## src/rtl/roc_pkg.sv

```systemverilog
// Shared constants and types of the option and state control block
package roc_pkg;

	// Opcodes (instruction bits 0-7, held in op_instr_i[15:8])
	localparam logic [7:0] OPC_SEM_CLR = 8'h12;
	localparam logic [7:0] OPC_SEM_TST = 8'h11;
	localparam logic [7:0] OPC_BRANCH = 8'hef;
	localparam logic [7:0] OPC_XSTATE = 8'hfe;
	localparam logic [7:0] OPC_OPTION = 8'hfd;
	localparam logic [7:0] OPC_XREG_WR = 8'hfc;

	// Address word fields (word bits 16-31 held in [15:0])
	localparam int ADR_GRP_LSB = 8;
	localparam int ADR_EXT_BIT = 8;
	localparam int ADR_ST_LSB = 5;
	localparam int ADR_REG_LSB = 0;

	// Option groups and registers
	localparam logic [3:0] GRP_BOUNDS = 4'h5;
	localparam logic [3:0] GRP_ACCT = 4'h6;
	localparam logic [4:0] ACCT_WORD1 = 5'h01;
	localparam logic [2:0] FIRST_GP_STATE = 3'h5;
	localparam logic [15:0] BOUND_OFF = 16'hff00;
	localparam logic [15:0] BOUND_RST = 16'hff00;

	// Processor states and registers
	localparam logic [2:0] EXEC_STATE = 3'h4;
	localparam logic [3:0] XS_SEL_REG = 4'h8;
	localparam logic [4:0] EXT_LAST_REG = 5'h0f;
	localparam logic [4:0] EXT_IO_FIRST = 5'h0c;
	localparam logic [2:0] IO_LAST_STATE = 3'h3;
	localparam logic [15:0] XS_SEL_RST = 16'h0000;

	// Semaphore
	localparam logic [3:0] SEM_OPEN_BIT = 4'hf;
	localparam logic [15:0] SEM_RST = 16'h0000;

	// Program address advance in bytes
	localparam logic [2:0] ADV_TAKEN = 3'h6;
	localparam logic [2:0] ADV_FALL = 3'h2;

	// One result travelling down the two-stage pipe
	typedef struct packed {
		logic valid;
		logic invalid;
		logic wb;
		logic to_mem;
		logic [2:0] wreg;
		logic [15:0] data;
		logic [2:0] adv;
		logic cm;
		logic [15:0] cm_addr;
		logic [2:0] cm_param;
		logic acct;
		logic acct_lo;
	} roc_res_s;

endpackage

```

## src/rtl/roc_cnt_if.sv

```systemverilog
// Carrier between the control logic and the slot counter store
interface roc_cnt_if;
	logic inc;
	logic [2:0] inc_idx;
	logic clr;
	logic [2:0] clr_idx;
	logic [2:0] rd_idx;
	logic [31:0] rd_data;

	modport ctl (output inc, inc_idx, clr, clr_idx, rd_idx, input rd_data);
	modport mem (input inc, inc_idx, clr, clr_idx, rd_idx, output rd_data);
endinterface

```

## src/rtl/roc_cnt_mem.sv

```systemverilog
// Eight slot grant counters with a registered read port
module roc_cnt_mem (
	// Clock and reset
	input wire logic clk_i,
	input wire logic resetn_i,
	// Counter access
	roc_cnt_if.mem port
);
	import roc_pkg::*;

	logic [7:0][31:0] cnt_q;
	logic [31:0] rd_q;

	////////////////////////////////////////////////////////////////
	// Counters: an increment in the clearing cycle is kept as 1
	always_ff @(posedge clk_i or negedge resetn_i) begin
		if (!resetn_i) begin
			cnt_q <= '0;
		end else begin
			for (int i = 0; i < 8; i++) begin
				if (port.clr && port.clr_idx == 3'(i)) begin
					cnt_q[i] <= {31'h0, port.inc && port.inc_idx == 3'(i)};
				end else if (port.inc && port.inc_idx == 3'(i)) begin
					cnt_q[i] <= cnt_q[i] + 32'h1;
				end
			end
		end
	end

	// Registered read data
	always_ff @(posedge clk_i or negedge resetn_i) begin
		if (!resetn_i) begin
			rd_q <= 32'h0;
		end else begin
			rd_q <= cnt_q[port.rd_idx];
		end
	end

	assign port.rd_data = rd_q;

	////////////////////////////////////////////////////////////////
	// Checking helpers
	logic chk_live_q;
	logic [2:0] chk_idx_q;
	logic [31:0] chk_val_q;

	always_ff @(posedge clk_i or negedge resetn_i) begin
		if (!resetn_i) begin
			chk_live_q <= 1'b0;
			chk_idx_q <= 3'h0;
			chk_val_q <= 32'h0;
		end else begin
			chk_live_q <= port.inc && !(port.clr && port.clr_idx == port.inc_idx);
			chk_idx_q <= port.inc_idx;
			chk_val_q <= cnt_q[port.inc_idx] + 32'h1;
		end
	end
endmodule

```

## src/rtl/roc_ctl.sv

```systemverilog
// Option registers, semaphore, cross-state read and control-memory branch
import roc_pkg::*;

// Behaviour
// - Privileged state loads cross-state select via extended write, register 08.
// - Only the executive state performs a cross-state access.
// - Unprivileged option read or write posts invalid-instruction, no access.
// - Groups 3, 4, 5, 8-F have one register, number 0.
// - Read of a missing option feature returns all zeros.
// - Write to a missing option feature does nothing, raises no flag.
// - Bounds checked on storage writes of states 5, 6, 7 only.
// - Bound register: upper page high byte, lower page low byte.
// - Bound value FF00 disables checking for that state.
// - Each state's 32-bit counter counts its granted major cycles.
// - Counters read-only; a write clears the counter.
// - Opcode 12 clears one semaphore bit named by bits 8-11.
// - Semaphore ops need privilege unless they name bit 15.
// - Opcode 11 sets a clear bit, advance 6; else advance 2.
// - Cross-state read by state 4; not extended I/O of states 0-3.
// - Bit 8 is 0 for the cross-state read.
// - Target address is immediate word plus optional index register.
// - Bit 23 file, bits 24-26 state, bits 27-31 register.
// - Bits 16-22 of the cross-state word are ignored.
// - Privileged branch to R1 address, 3-bit parameter from bits 13-15.
// - Cross-state read result goes to R2 or memory if indirect.
// - Option word: bits 20-23 group, 24-26 state, 27-31 register.
module roc_ctl (
	// Clock and reset
	input wire logic clk_i,
	input wire logic resetn_i,
	// Instruction issue
	input wire logic op_valid_i,
	input wire logic [2:0] op_state_i,
	input wire logic [15:0] op_instr_i,
	input wire logic [15:0] op_word_i,
	input wire logic [15:0] op_reg1_i,
	input wire logic [15:0] op_reg2_i,
	input wire logic [7:0] priv_mode_i,
	// Slot grants
	input wire logic grant_valid_i,
	input wire logic [2:0] grant_state_i,
	// Main storage write check
	input wire logic mem_wr_i,
	input wire logic [2:0] mem_wr_state_i,
	input wire logic [15:0] mem_wr_addr_i,
	output logic mem_wr_ok_o,
	// Cross-state file read
	output logic xs_rd_o,
	output logic xs_ext_o,
	output logic [2:0] xs_state_o,
	output logic [4:0] xs_reg_o,
	input wire logic [15:0] xs_data_i,
	// Results
	output logic done_o,
	output logic invalid_o,
	output logic wb_valid_o,
	output logic wb_to_mem_o,
	output logic [2:0] wb_reg_o,
	output logic [15:0] wb_data_o,
	output logic [2:0] pa_adv_o,
	output logic cm_branch_o,
	output logic [15:0] cm_addr_o,
	output logic [2:0] cm_param_o,
	// Visible state
	output logic [15:0] sem_o,
	output logic [15:0] xs_select_o
);
	import roc_pkg::*;

	// Bound register slot of a general-purpose state
	function automatic logic [1:0] bound_slot(input logic [2:0] st);
		bound_slot = 2'(st - FIRST_GP_STATE);
	endfunction

	// True for a general-purpose state
	function automatic logic is_gp(input logic [2:0] st);
		is_gp = st >= FIRST_GP_STATE;
	endfunction

	////////////////////////////////////////////////////////////////
	// Storage
	logic [2:0][15:0] bound_q;
	logic [2:0][15:0] bound_d;
	logic [15:0] sem_q;
	logic [15:0] sem_d;
	logic [15:0] xs_sel_q;
	logic [15:0] xs_sel_d;
	roc_res_s res1_q;
	roc_res_s res1_d;
	roc_res_s res2_q;
	roc_res_s res2_d;

	roc_cnt_if cnt_if ();

	////////////////////////////////////////////////////////////////
	// Instruction fields
	logic [7:0] opc;
	logic fx_bit;
	logic [2:0] r1_fld;
	logic ind_bit;
	logic [2:0] r2_fld;
	logic [3:0] sem_bit;
	logic priv;
	logic is_exec;

	assign opc = op_instr_i[15:8];
	assign fx_bit = op_instr_i[7];
	assign r1_fld = op_instr_i[6:4];
	assign ind_bit = op_instr_i[3];
	assign r2_fld = op_instr_i[2:0];
	assign sem_bit = op_instr_i[7:4];
	assign priv = priv_mode_i[op_state_i];
	assign is_exec = op_state_i == EXEC_STATE;

	// Operation select
	logic do_clr;
	logic do_tst;
	logic do_bcm;
	logic do_xs;
	logic do_opt;
	logic do_xwr;

	assign do_clr = op_valid_i && opc == OPC_SEM_CLR;
	assign do_tst = op_valid_i && opc == OPC_SEM_TST;
	assign do_bcm = op_valid_i && opc == OPC_BRANCH;
	assign do_xs = op_valid_i && opc == OPC_XSTATE && !fx_bit;
	assign do_opt = op_valid_i && opc == OPC_OPTION;
	assign do_xwr = op_valid_i && opc == OPC_XREG_WR && op_instr_i[3:0] == XS_SEL_REG;

	////////////////////////////////////////////////////////////////
	// Effective address: an R1 field of zero means no index
	logic [15:0] eff;

	assign eff = op_word_i + (r1_fld != 3'h0 ? op_reg1_i : 16'h0);

	// Address word fields; bits 16-22 of the cross-state word fall outside
	logic [3:0] a_grp;
	logic [2:0] a_st;
	logic [4:0] a_reg;
	logic a_ext;

	assign a_grp = eff[ADR_GRP_LSB +: 4];
	assign a_st = eff[ADR_ST_LSB +: 3];
	assign a_reg = eff[ADR_REG_LSB +: 5];
	assign a_ext = eff[ADR_EXT_BIT];

	////////////////////////////////////////////////////////////////
	// Option feature decode; bounds only exist at register 0
	logic bnd_hit;
	logic acct_hit;
	logic opt_ok;

	assign bnd_hit = a_grp == GRP_BOUNDS && is_gp(a_st) && a_reg == 5'h00;
	assign acct_hit = a_grp == GRP_ACCT && a_reg <= ACCT_WORD1;
	assign opt_ok = do_opt && priv;

	// Cross-state legality
	logic xs_io;
	logic xs_bad;
	logic xs_go;

	assign xs_io = a_ext && a_st <= IO_LAST_STATE && a_reg >= EXT_IO_FIRST;
	assign xs_bad = xs_io || (a_ext && a_reg > EXT_LAST_REG);
	assign xs_go = do_xs && is_exec && !xs_bad;

	// Semaphore privilege, waived for the open bit
	logic sem_ok;

	assign sem_ok = priv || sem_bit == SEM_OPEN_BIT;

	////////////////////////////////////////////////////////////////
	// Bounds write; a missing feature is silently dropped
	always_comb begin
		bound_d = bound_q;
		if (opt_ok && fx_bit && bnd_hit) begin
			bound_d[bound_slot(a_st)] = op_reg2_i;
		end
	end

	// Counter store hookup; software writes only ever clear
	assign cnt_if.inc = grant_valid_i;
	assign cnt_if.inc_idx = grant_state_i;
	assign cnt_if.clr = opt_ok && fx_bit && acct_hit;
	assign cnt_if.clr_idx = a_st;
	assign cnt_if.rd_idx = a_st;

	roc_cnt_mem u_cnt (
		.clk_i(clk_i),
		.resetn_i(resetn_i),
		.port(cnt_if.mem)
	);

	////////////////////////////////////////////////////////////////
	// Semaphore update is done in the issue cycle, so test-and-set is atomic
	always_comb begin
		sem_d = sem_q;
		if (do_clr && sem_ok) begin
			sem_d[sem_bit] = 1'b0;
		end
		if (do_tst && sem_ok) begin
			sem_d[sem_bit] = 1'b1;
		end
	end

	// Select register: extended write or the automatic load by a read
	always_comb begin
		xs_sel_d = xs_sel_q;
		if (do_xwr && priv) begin
			xs_sel_d = op_reg2_i;
		end else if (xs_go) begin
			xs_sel_d = eff;
		end
	end

	////////////////////////////////////////////////////////////////
	// First stage result
	always_comb begin
		res1_d = '0;
		res1_d.valid = do_clr || do_tst || do_bcm || do_xs || do_opt || do_xwr;
		res1_d.to_mem = ind_bit;
		res1_d.wreg = r2_fld;
		res1_d.cm_addr = op_reg1_i;
		res1_d.cm_param = op_instr_i[2:0];
		res1_d.acct_lo = a_reg[0];
		res1_d.adv = sem_q[sem_bit] ? ADV_FALL : ADV_TAKEN;
		if (do_opt) begin
			res1_d.invalid = !priv;
			res1_d.wb = priv && !fx_bit;
			res1_d.acct = acct_hit;
			res1_d.data = bnd_hit ? bound_q[bound_slot(a_st)] : 16'h0;
		end
		if (do_xs) begin
			res1_d.invalid = !xs_go;
			res1_d.wb = xs_go;
			res1_d.data = xs_data_i;
		end
		if (do_clr || do_tst) begin
			res1_d.invalid = !sem_ok;
		end
		if (do_xwr) begin
			res1_d.invalid = !priv;
		end
		if (do_bcm) begin
			res1_d.invalid = !priv;
			res1_d.cm = priv;
		end
		if (!(do_tst && sem_ok)) begin
			res1_d.adv = 3'h0;
		end
	end

	// Second stage picks the counter half: word 0 is the high half
	always_comb begin
		res2_d = res1_q;
		if (res1_q.acct) begin
			res2_d.data = res1_q.acct_lo ? cnt_if.rd_data[15:0] : cnt_if.rd_data[31:16];
		end
	end

	////////////////////////////////////////////////////////////////
	// Registers
	always_ff @(posedge clk_i or negedge resetn_i) begin
		if (!resetn_i) begin
			bound_q <= {3{BOUND_RST}};
			sem_q <= SEM_RST;
			xs_sel_q <= XS_SEL_RST;
			res1_q <= '0;
			res2_q <= '0;
		end else begin
			bound_q <= bound_d;
			sem_q <= sem_d;
			xs_sel_q <= xs_sel_d;
			res1_q <= res1_d;
			res2_q <= res2_d;
		end
	end

	////////////////////////////////////////////////////////////////
	// Bounds check on storage writes; reads never reach it
	logic [15:0] wr_bound;
	logic [7:0] wr_page;
	logic wr_in;

	assign wr_bound = is_gp(mem_wr_state_i) ? bound_q[bound_slot(mem_wr_state_i)] : BOUND_OFF;
	assign wr_page = mem_wr_addr_i[15:8];
	assign wr_in = wr_page >= wr_bound[7:0] && wr_page <= wr_bound[15:8];
	assign mem_wr_ok_o = !mem_wr_i || !is_gp(mem_wr_state_i)
		|| wr_bound == BOUND_OFF || wr_in;

	// Cross-state request to the register files
	assign xs_rd_o = xs_go;
	assign xs_ext_o = a_ext;
	assign xs_state_o = a_st;
	assign xs_reg_o = a_reg;

	// Result outputs
	assign done_o = res2_q.valid;
	assign invalid_o = res2_q.invalid;
	assign wb_valid_o = res2_q.wb;
	assign wb_to_mem_o = res2_q.to_mem;
	assign wb_reg_o = res2_q.wreg;
	assign wb_data_o = res2_q.data;
	assign pa_adv_o = res2_q.adv;
	assign cm_branch_o = res2_q.cm;
	assign cm_addr_o = res2_q.cm_addr;
	assign cm_param_o = res2_q.cm_param;
	assign sem_o = sem_q;
	assign xs_select_o = xs_sel_q;
endmodule

```

## config.mk

```make
export PLATFORM = sky130hd
export DESIGN_NAME = roc_ctl
export DESIGN_NICKNAME = d
export VERILOG_FILES = /design/src/rtl/roc_pkg.sv /design/src/rtl/roc_cnt_if.sv /design/src/rtl/roc_cnt_mem.sv /design/src/rtl/roc_ctl.sv
export SDC_FILE = /design/constraint.sdc
export NUM_CORES = 1
export LEC_CHECK = 0
export BUFFER_PORTS_ARGS = -buffer_cell sky130_fd_sc_hd__buf_2
export CELL_PAD_IN_SITES_DETAIL_PLACEMENT = 0
export CELL_PAD_IN_SITES_GLOBAL_PLACEMENT = 2
export CORE_ASPECT_RATIO = 2
export CORE_UTILIZATION = 40
export CTS_CLUSTER_DIAMETER = 30
export DETAILED_ROUTE_END_ITERATION = 8
export PLACE_DENSITY = 0.81
export SLEW_MARGIN = 10
export SYNTH_ARGS = -nofsm -noshare
export SYNTH_HDL_FRONTEND = slang
export SYNTH_HIERARCHICAL = 1
export SYNTH_SLANG_ARGS = --single-unit
```

## constraint.sdc

```tcl
create_clock -name clk_i -period 3.9 [get_ports clk_i]
set_clock_uncertainty 0.05 [all_clocks]
set_input_delay 0 -clock clk_i [delete_from_list [all_inputs] [get_ports clk_i]]
set_output_delay 0 -clock clk_i [all_outputs]
set_load 0.005 [all_outputs]
```

Word level (Yosys, flattened, before mapping)
Index checks and enable logic that the tools add are counted.
Operators by class
  bitwise gates (word level): 3
  multiplexer cells: 51
  $add $sub $neg: 11
  reductions and logical operators: 73
  order comparisons: 15
  equal/unequal tests: 26
Operators with widths (count)
  32-bit two-way mux: 17
  32-bit by 1-bit adder with 32-bit output, second input constant: 8
  16-bit two-way mux: 14
  32-bit binary-select mux with 3-bit select: 1
  16-bit binary-select mux with 2-bit select: 2
  48-bit bitwise mux: 1
  1-bit logical AND: 43
  16-bit demux with 2-bit select: 1
  8-bit == test, second input constant: 4
  3-bit == test, second input constant: 9
  2-bit nonzero test: 9
  16-bit adder: 1
  16-bit bitwise AND: 1
  16-bit == test, second input constant: 1
  8-bit by 5-bit == test with 1-bit output, second input constant: 2
  16-bit inverter: 1
  16-bit bitwise OR: 1
  3-bit by 2-bit == test with 1-bit output, second input constant: 4
  1-bit logical OR: 10
  4-bit by 3-bit == test with 1-bit output, second input constant: 2
  4-bit == test, second input constant: 2
  8-bit greater-or-equal comparator: 1
  8-bit <= comparator: 1
  3-bit by 4-bit < comparator with 1-bit output, second input constant: 2
  21 further kinds: 41
Storage, ports and cells
  output and inout port bits: 89
  bits in registers: 456
  input bits: 118
  word-level logic and storage cells: 213

Longest topological paths before layout
  depth in word-level cells: 14
  depth in mapped cells: 20
  depth with buffers taken out: 15

By module
The synthesis kept the hierarchy.
Modules (own cells, without submodules)
  roc_cnt_mem: cells an instance 1672, seq. area each 7206.9 um2, instances 1, area each 16641.0 um2
  roc_ctl: cells an instance 764, seq. area each 4184.0 um2, instances 1, area each 8739.6 um2

Least setup slack after synthesis
No wires, ideal clock.
  kind: input to register
  start point: in op_instr_i[4]
  end point: reg u_cnt/cnt_q[23] (netlist name)
  path slack: -0.918 ns
  data arrival time: 4.690 ns
  setup time: 0.078 ns
  buffers on the path: 5
  stages on the path: 18
  required time: 3.772 ns
  cell sequence: clkbuf_1 or3_1 clkbuf_1 clkbuf_1 nand2_1 fa_1 nand2b_2 a211oi_4 o2111ai_1 o311ai_2 o211ai_1 nor4_1 or4b_1 clkbuf_1 a2111o_1 buf_2 or4_1 a21oi_1
Between the ends
  longest elaborated chain between the ends: 8
  elaborated cells between the ends (all ways): 11
  classes of those cells: add/sub (1); order compare (1); eq/ne (1); mux (2); reduce/logical (6)
Ends and longest elaborated chain
  start, declared: line roc_ctl.sv:34  | input wire logic [15:0] op_instr_i,
  3-bit nonzero test *: line roc_ctl.sv:134  | assign eff = op_word_i + (r1_fld != 3'h0 ? op_reg1_i : 16'h0);
  16-bit two-way mux *: line roc_ctl.sv:134
  16-bit adder *: line roc_ctl.sv:134
  5-bit by 1-bit <= comparator with 1-bit output / 4-bit by 3-bit == test with 1-bit output (equally long branches): line roc_ctl.sv:154  | assign acct_hit = a_grp == GRP_ACCT && a_reg <= ACCT_WORD1;
  1-bit logical AND *: line roc_ctl.sv:154
  1-bit logical AND *: line roc_ctl.sv:183  | assign cnt_if.clr = opt_ok && fx_bit && acct_hit;
  net cnt_if.clr: line roc_cnt_if.sv:5  | logic clr;
  1-bit logical AND *: line roc_cnt_mem.sv:21  | if (port.clr && port.clr_idx == 3'(i)) begin
  32-bit two-way mux / 2-bit nonzero test (equally long branches)
  end signal, assigned by index: line roc_cnt_mem.sv:22  | cnt_q[i] <= {31'h0, port.inc && port.inc_idx == 3'(i)};
  end signal, assigned by index: line roc_cnt_mem.sv:24  | cnt_q[i] <= cnt_q[i] + 32'h1;
  end, declared: line roc_cnt_mem.sv:11  | logic [7:0][31:0] cnt_q;
The timed path passes the listed nets; every way through them passes the cells marked *.
A chain may end at the register's enable or synchronous reset.

Worst setup path after layout
  start point: in op_word_i[0]
  end point: reg u_cnt/cnt_q[116] (netlist name)
Between the ends
  longest elaborated chain between the ends: 6
  elaborated cells between the ends (all ways): 9
  classes of those cells: add/sub (1); order compare (1); eq/ne (2); mux (1); reduce/logical (4)
Ends and longest elaborated chain
  start, declared: line roc_ctl.sv:35  | input wire logic [15:0] op_word_i,
  16-bit adder *: line roc_ctl.sv:134
  5-bit by 1-bit <= comparator with 1-bit output / 4-bit by 3-bit == test with 1-bit output (equally long branches): line roc_ctl.sv:154
  1-bit logical AND *: line roc_ctl.sv:154
  1-bit logical AND *: line roc_ctl.sv:183
  net cnt_if.clr: line roc_cnt_if.sv:5
  1-bit logical AND *: line roc_cnt_mem.sv:21
  32-bit two-way mux / 2-bit nonzero test (equally long branches)
Marked as above.

==> results.md <==
- Status: finished, final reports clean
- Synth cell count leaders: 430 x dfrtp_1, 202 x a21oi_1, 196 x nand2_1, 114 x clkbuf_1, 112 x o21ai_0
- R2r startpoint: u_cnt/cnt_q[41]$_DFFE_PN0P_
- CP Data Required Time: between 4 and 5 ns
- Compound-Gate Fraction of Synth Area: roughly an eighth
- Most common cell in the synthesized netlist: dfrtp_1
- Avg Cell Area, Syn: approximately 10 um^2
- Slowest CP cell: dlygate4sd3_1
- Largest family of logic cells by synthesized area: simple AND/OR/NAND/NOR gates
- Initial antenna violation count: 1
- Post-synth cell types: 86
- Startpoint types: input port
- Share of the synthesized area in the top cell type: between 40% and 50%
- DPL Wire Length: 65.58 mm
- Port bufs: approximately 200
- Hold path cells: 4
- Ports: ~210
- Mux contribution to synthesized area: 13.53%
- Synth Area in Simple Gates: 20.86%
- Critical path arrival: 4.23 ns
- Max-slew headroom: 44.72%
- Clock Tree Buf Depth: 3
- Synth warnings: 6
- Seq/Total Area, Yosys: around 45%
- Num rows: 130
- Top post-synthesis cells by area: dfrtp_1 42%, mux4_2 6.3%, a21oi_1 4.0%, mux2_2 3.7%, or4_1 2.9%
- Antenna-violating nets left: 0
- Final min period: 3.732 ns
- Finished Layout Cells: 3,691
- Largest fanout on the critical path: 27
- Grt ovf: 0
- Tcrit/Tclk final: between 90% and 100%
- Fin worst setup slack: 0.1675 ns
- Sequential Power Share: 35.2%
- Worst-margin pin slew: 0.8293 ns
- Leading area contributor after synthesis: dfrtp_1
- Clock transition at the registers of the reported paths: 0.05 ns
- Final Max Slew Viols: 0
- Via density: 5.975
- Crit Reg-Reg Endpoint: u_cnt/cnt_q[61]$_DFFE_PN0P_
- Internal power: roughly 11 mW
- H-tree depth: 3
- Die X: 180.1 um
- WHS Endpoint: u_cnt/cnt_q[65]$_DFFE_PN0P_
- First-pass GRT wire length: ~140 mm
- Largest net degree at the start of global routing: 94
- CTS buffer count: 82
- Post-synth EDFFs: 0
- Reg2reg path depth: 4
- Fin nets: 2,991
- Fmax: ~270 MHz
- Synth Flop Type: dfrtp_1
- Final hold vios: 0
- Leakage: 13.81 nW
- Peak VDD IR: 0.0003714 V
- Reg2Reg Setup Slack: 1.21 ns
- Adder and majority gate portion of the synthesized area: 2.248%
- Critical path class: input port to flop
- CTS tree: yes
- Setup-failing EPs final: 0
- Core area: 62,790 um^2
- Starting Density: 40.42%
- Vias in the first global route: 22,970
- Syn_nets: 2,599
- Power per Cell Area: 462.3 nW/um^2
- Hold Startpoint: grant_valid_i
- Largest stage delay, worst path: 0.55 ns
- Post-synthesis cell area: ~25,000 um^2
- Skew-Pair Late Insertion Delay: between 0.6 and 0.7 ns
- Post-Route WL: 88.64 mm
- Placed cell count: 3,429
- TNS Setup: 0 ns
- GPL Wtd Cong: 1.032
- DR iter-0 viols: 1,561
- Clock Power Share: 50.5%
- Asr flop ratio synth: 100.0%
- #FFs+latches synth: 454
- Post-synthesis instance total: 2,436
- RSZ-0062 raised after global routing: no
- First-pass iteration count of the detailed router: 5
- Switching Share: between 20 and 30%
- Tot GR Track Use: roughly 28%
- Place WS: -0.5788 ns
- Drc violations: 0
- Root buffer cell: clkbuf_16
- Filler cells: 5,627
- Worst min-delay path class: input port to flop
- CTS Sinks: 454
- WL per Instance: 24.01 um
- Total number of vias: around 22,000
- Critical-path cell list: dlygate4sd3_1 -> buf_2 -> ha_4 -> inv_2 -> fa_2 -> nand2b_4 -> a211oi_4 -> o2111ai_2 -> o311ai_2 -> o211ai_1 -> nor4_4 -> buf_4 -> nand4b_1 -> a211o_1 -> buf_12 -> or4_1 -> a21oi_1
- Area growth, synth to finish: 27.61%
- Die ar.: 64,520 um^2
- Share of cells above drive strength 1: ~27%
- Die H: 358.2 um
- Max-cap violations: 0
- Sw Pwr: 4.200 mW
- CP Capture Type: flop
- Comb power frac: 14.3%
- Post-synthesis xor/xnor area fraction: between 2 and 3%
==> registers in the layout (all words and copies together), names as in the netlist, named ones only <==
signal	cells
invalid_o	1
u_cnt/cnt_q	256
sem_o	15
done_o	1
pa_adv_o	2
cm_branch_o	1
cm_addr_o	16
wb_data_o	16
wb_valid_o	1
wb_to_mem_o	1
xs_select_o	16
u_cnt/port.rd_data	32
cm_param_o	3
res1_q	44
bound_q	48
==> cell usage in the layout, fill, tap and decap left out, types with 10 or more instances in the layout <==
| master | synthesis | layout |
|---|---|---|
| nand2b_1 | 34 | 34 |
| nand2_1 | 196 | 194 |
| mux2_4 | 30 | 30 |
| bufinv_16 | 0 | 10 |
| and2_1 | 24 | 20 |
| clkinv_2 | 0 | 10 |
| nand3_1 | 86 | 86 |
| clkbuf_1 | 114 | 10 |
| mux2i_1 | 45 | 45 |
| and3_1 | 25 | 25 |
| dfstp_2 | 24 | 24 |
| nor4_1 | 34 | 32 |
| inv_1 | 42 | 41 |
| ha_1 | 44 | 35 |
| clkbuf_16 | 0 | 84 |
| o21ai_0 | 112 | 111 |
| inv_6 | 0 | 11 |
| or2_2 | 20 | 20 |
| mux2_2 | 83 | 83 |
| xnor2_1 | 40 | 39 |
| dfrtp_1 | 430 | 430 |
| nor2_1 | 111 | 108 |
| nand4_1 | 87 | 87 |
| nor3b_1 | 18 | 18 |
| a21oi_1 | 202 | 200 |
| xor2_1 | 35 | 35 |
| dlygate4sd3_1 | 0 | 104 |
| buf_4 | 6 | 143 |
| and4_1 | 32 | 32 |
| buf_2 | 9 | 196 |
| or3_1 | 78 | 77 |
| mux4_2 | 71 | 71 |
| buf_12 | 0 | 12 |
| o31ai_1 | 86 | 86 |
| or4_1 | 99 | 99 |
| a22oi_1 | 18 | 18 |
| nor3_1 | 30 | 30 |
==> cell families (layout without fill, tap and decap cells) <==
group,after synthesis,in the layout
mux,229,229
xor+xnor,76,76
other cells,1,3
flops,454,454
fa+ha+maj,45,45
simple gates,922,922
buf+inv,194,655
compound gates,515,515
==> area by class of cell <==
type	count	area [um^2]	area share, %
clock inverter	50	668.1	2.063
inverter	45	168.9	0.5215
clock buffer	103	2263	6.988
timing repair buffer	457	3378	10.43
antenna	2	5.005	0.01545
tap	792	991.0	3.060
multi-input combinational	1788	13520	41.75
sequential	454	11390	35.17
==> critical path, delay by kind of cell <==
family / cells / cell delay [ns]
and+or+nand+nor: 4 / 1.18
AOI/OAI and AO/OA: 6 / 1.28
buffers and inverters: 5 / 1.21
adders and majority gates: 2 / 0.52
==> metrics by stage <==
| stage | util [%] | total power [mW] | instance area, um^2 | hold WS, ns |
|---|---|---|---|---|
| after floorplan | - | 6.428 | 25650 | -0.3456 |
| after global placement | 45.16 | 7.343 | 28350 | 0.04815 |
| after detailed placement | 45.16 | 7.384 | 28350 | 0.05775 |
| after CTS | 51.53 | 15.09 | 32350 | 0.01202 |
| after global routing | 51.58 | 15.56 | 32380 | 0.06205 |
| final | 51.59 | 14.97 | 32390 | 0.04373 |
==> metal layers <==
layer  track usage (%)  routed length (um)
met4             18.63                6086
met5                 0                  10
met1             29.87               32560
met2             50.74               45570
met3             5.207                4412
==> timing repair <==
item	4_1_cts	5_1_grt
setup buffers	0	2
hold buffers	105	0
hold endpoints to repair	343	0
setup endpoints to repair	0	40
resized for setup	0	3
==> power groups by stage <==
| stage | Clock, mW | Sequential (mW) | Combinational [mW] |
|---|---|---|---|
| final | 7.56 | 5.28 | 2.14 |
| after global routing | 7.96 | 5.31 | 2.30 |
| after CTS | 7.69 | 5.27 | 2.14 |
| after detailed placement | 0 | 5.35 | 2.04 |
| after global placement | 0 | 5.33 | 2.01 |
| after floorplan | 0 | 5.21 | 1.22 |
==> worst max-delay path by stage <==
stage | startpoint | to | slack (ns) | cells past startpoint
6_report | op_word_i[0] | u_cnt/cnt_q[116]$_DFFE_PN0P_ | 0.17 | 17
3_5_place_dp | op_instr_i[6] | u_cnt/cnt_q[19]$_DFFE_PN0P_ | -0.58 | 16
3_3_place_gp | op_instr_i[6] | u_cnt/cnt_q[23]$_DFFE_PN0P_ | -0.56 | 15
5_1_grt | op_word_i[0] | u_cnt/cnt_q[92]$_DFFE_PN0P_ | 0.01 | 17
2_1_floorplan | op_instr_i[6] | u_cnt/cnt_q[23]$_DFFE_PN0P_ | -0.45 | 18
4_1_cts | op_word_i[0] | u_cnt/cnt_q[19]$_DFFE_PN0P_ | 0.01 | 16
Power figures use the tool's default switching activity.
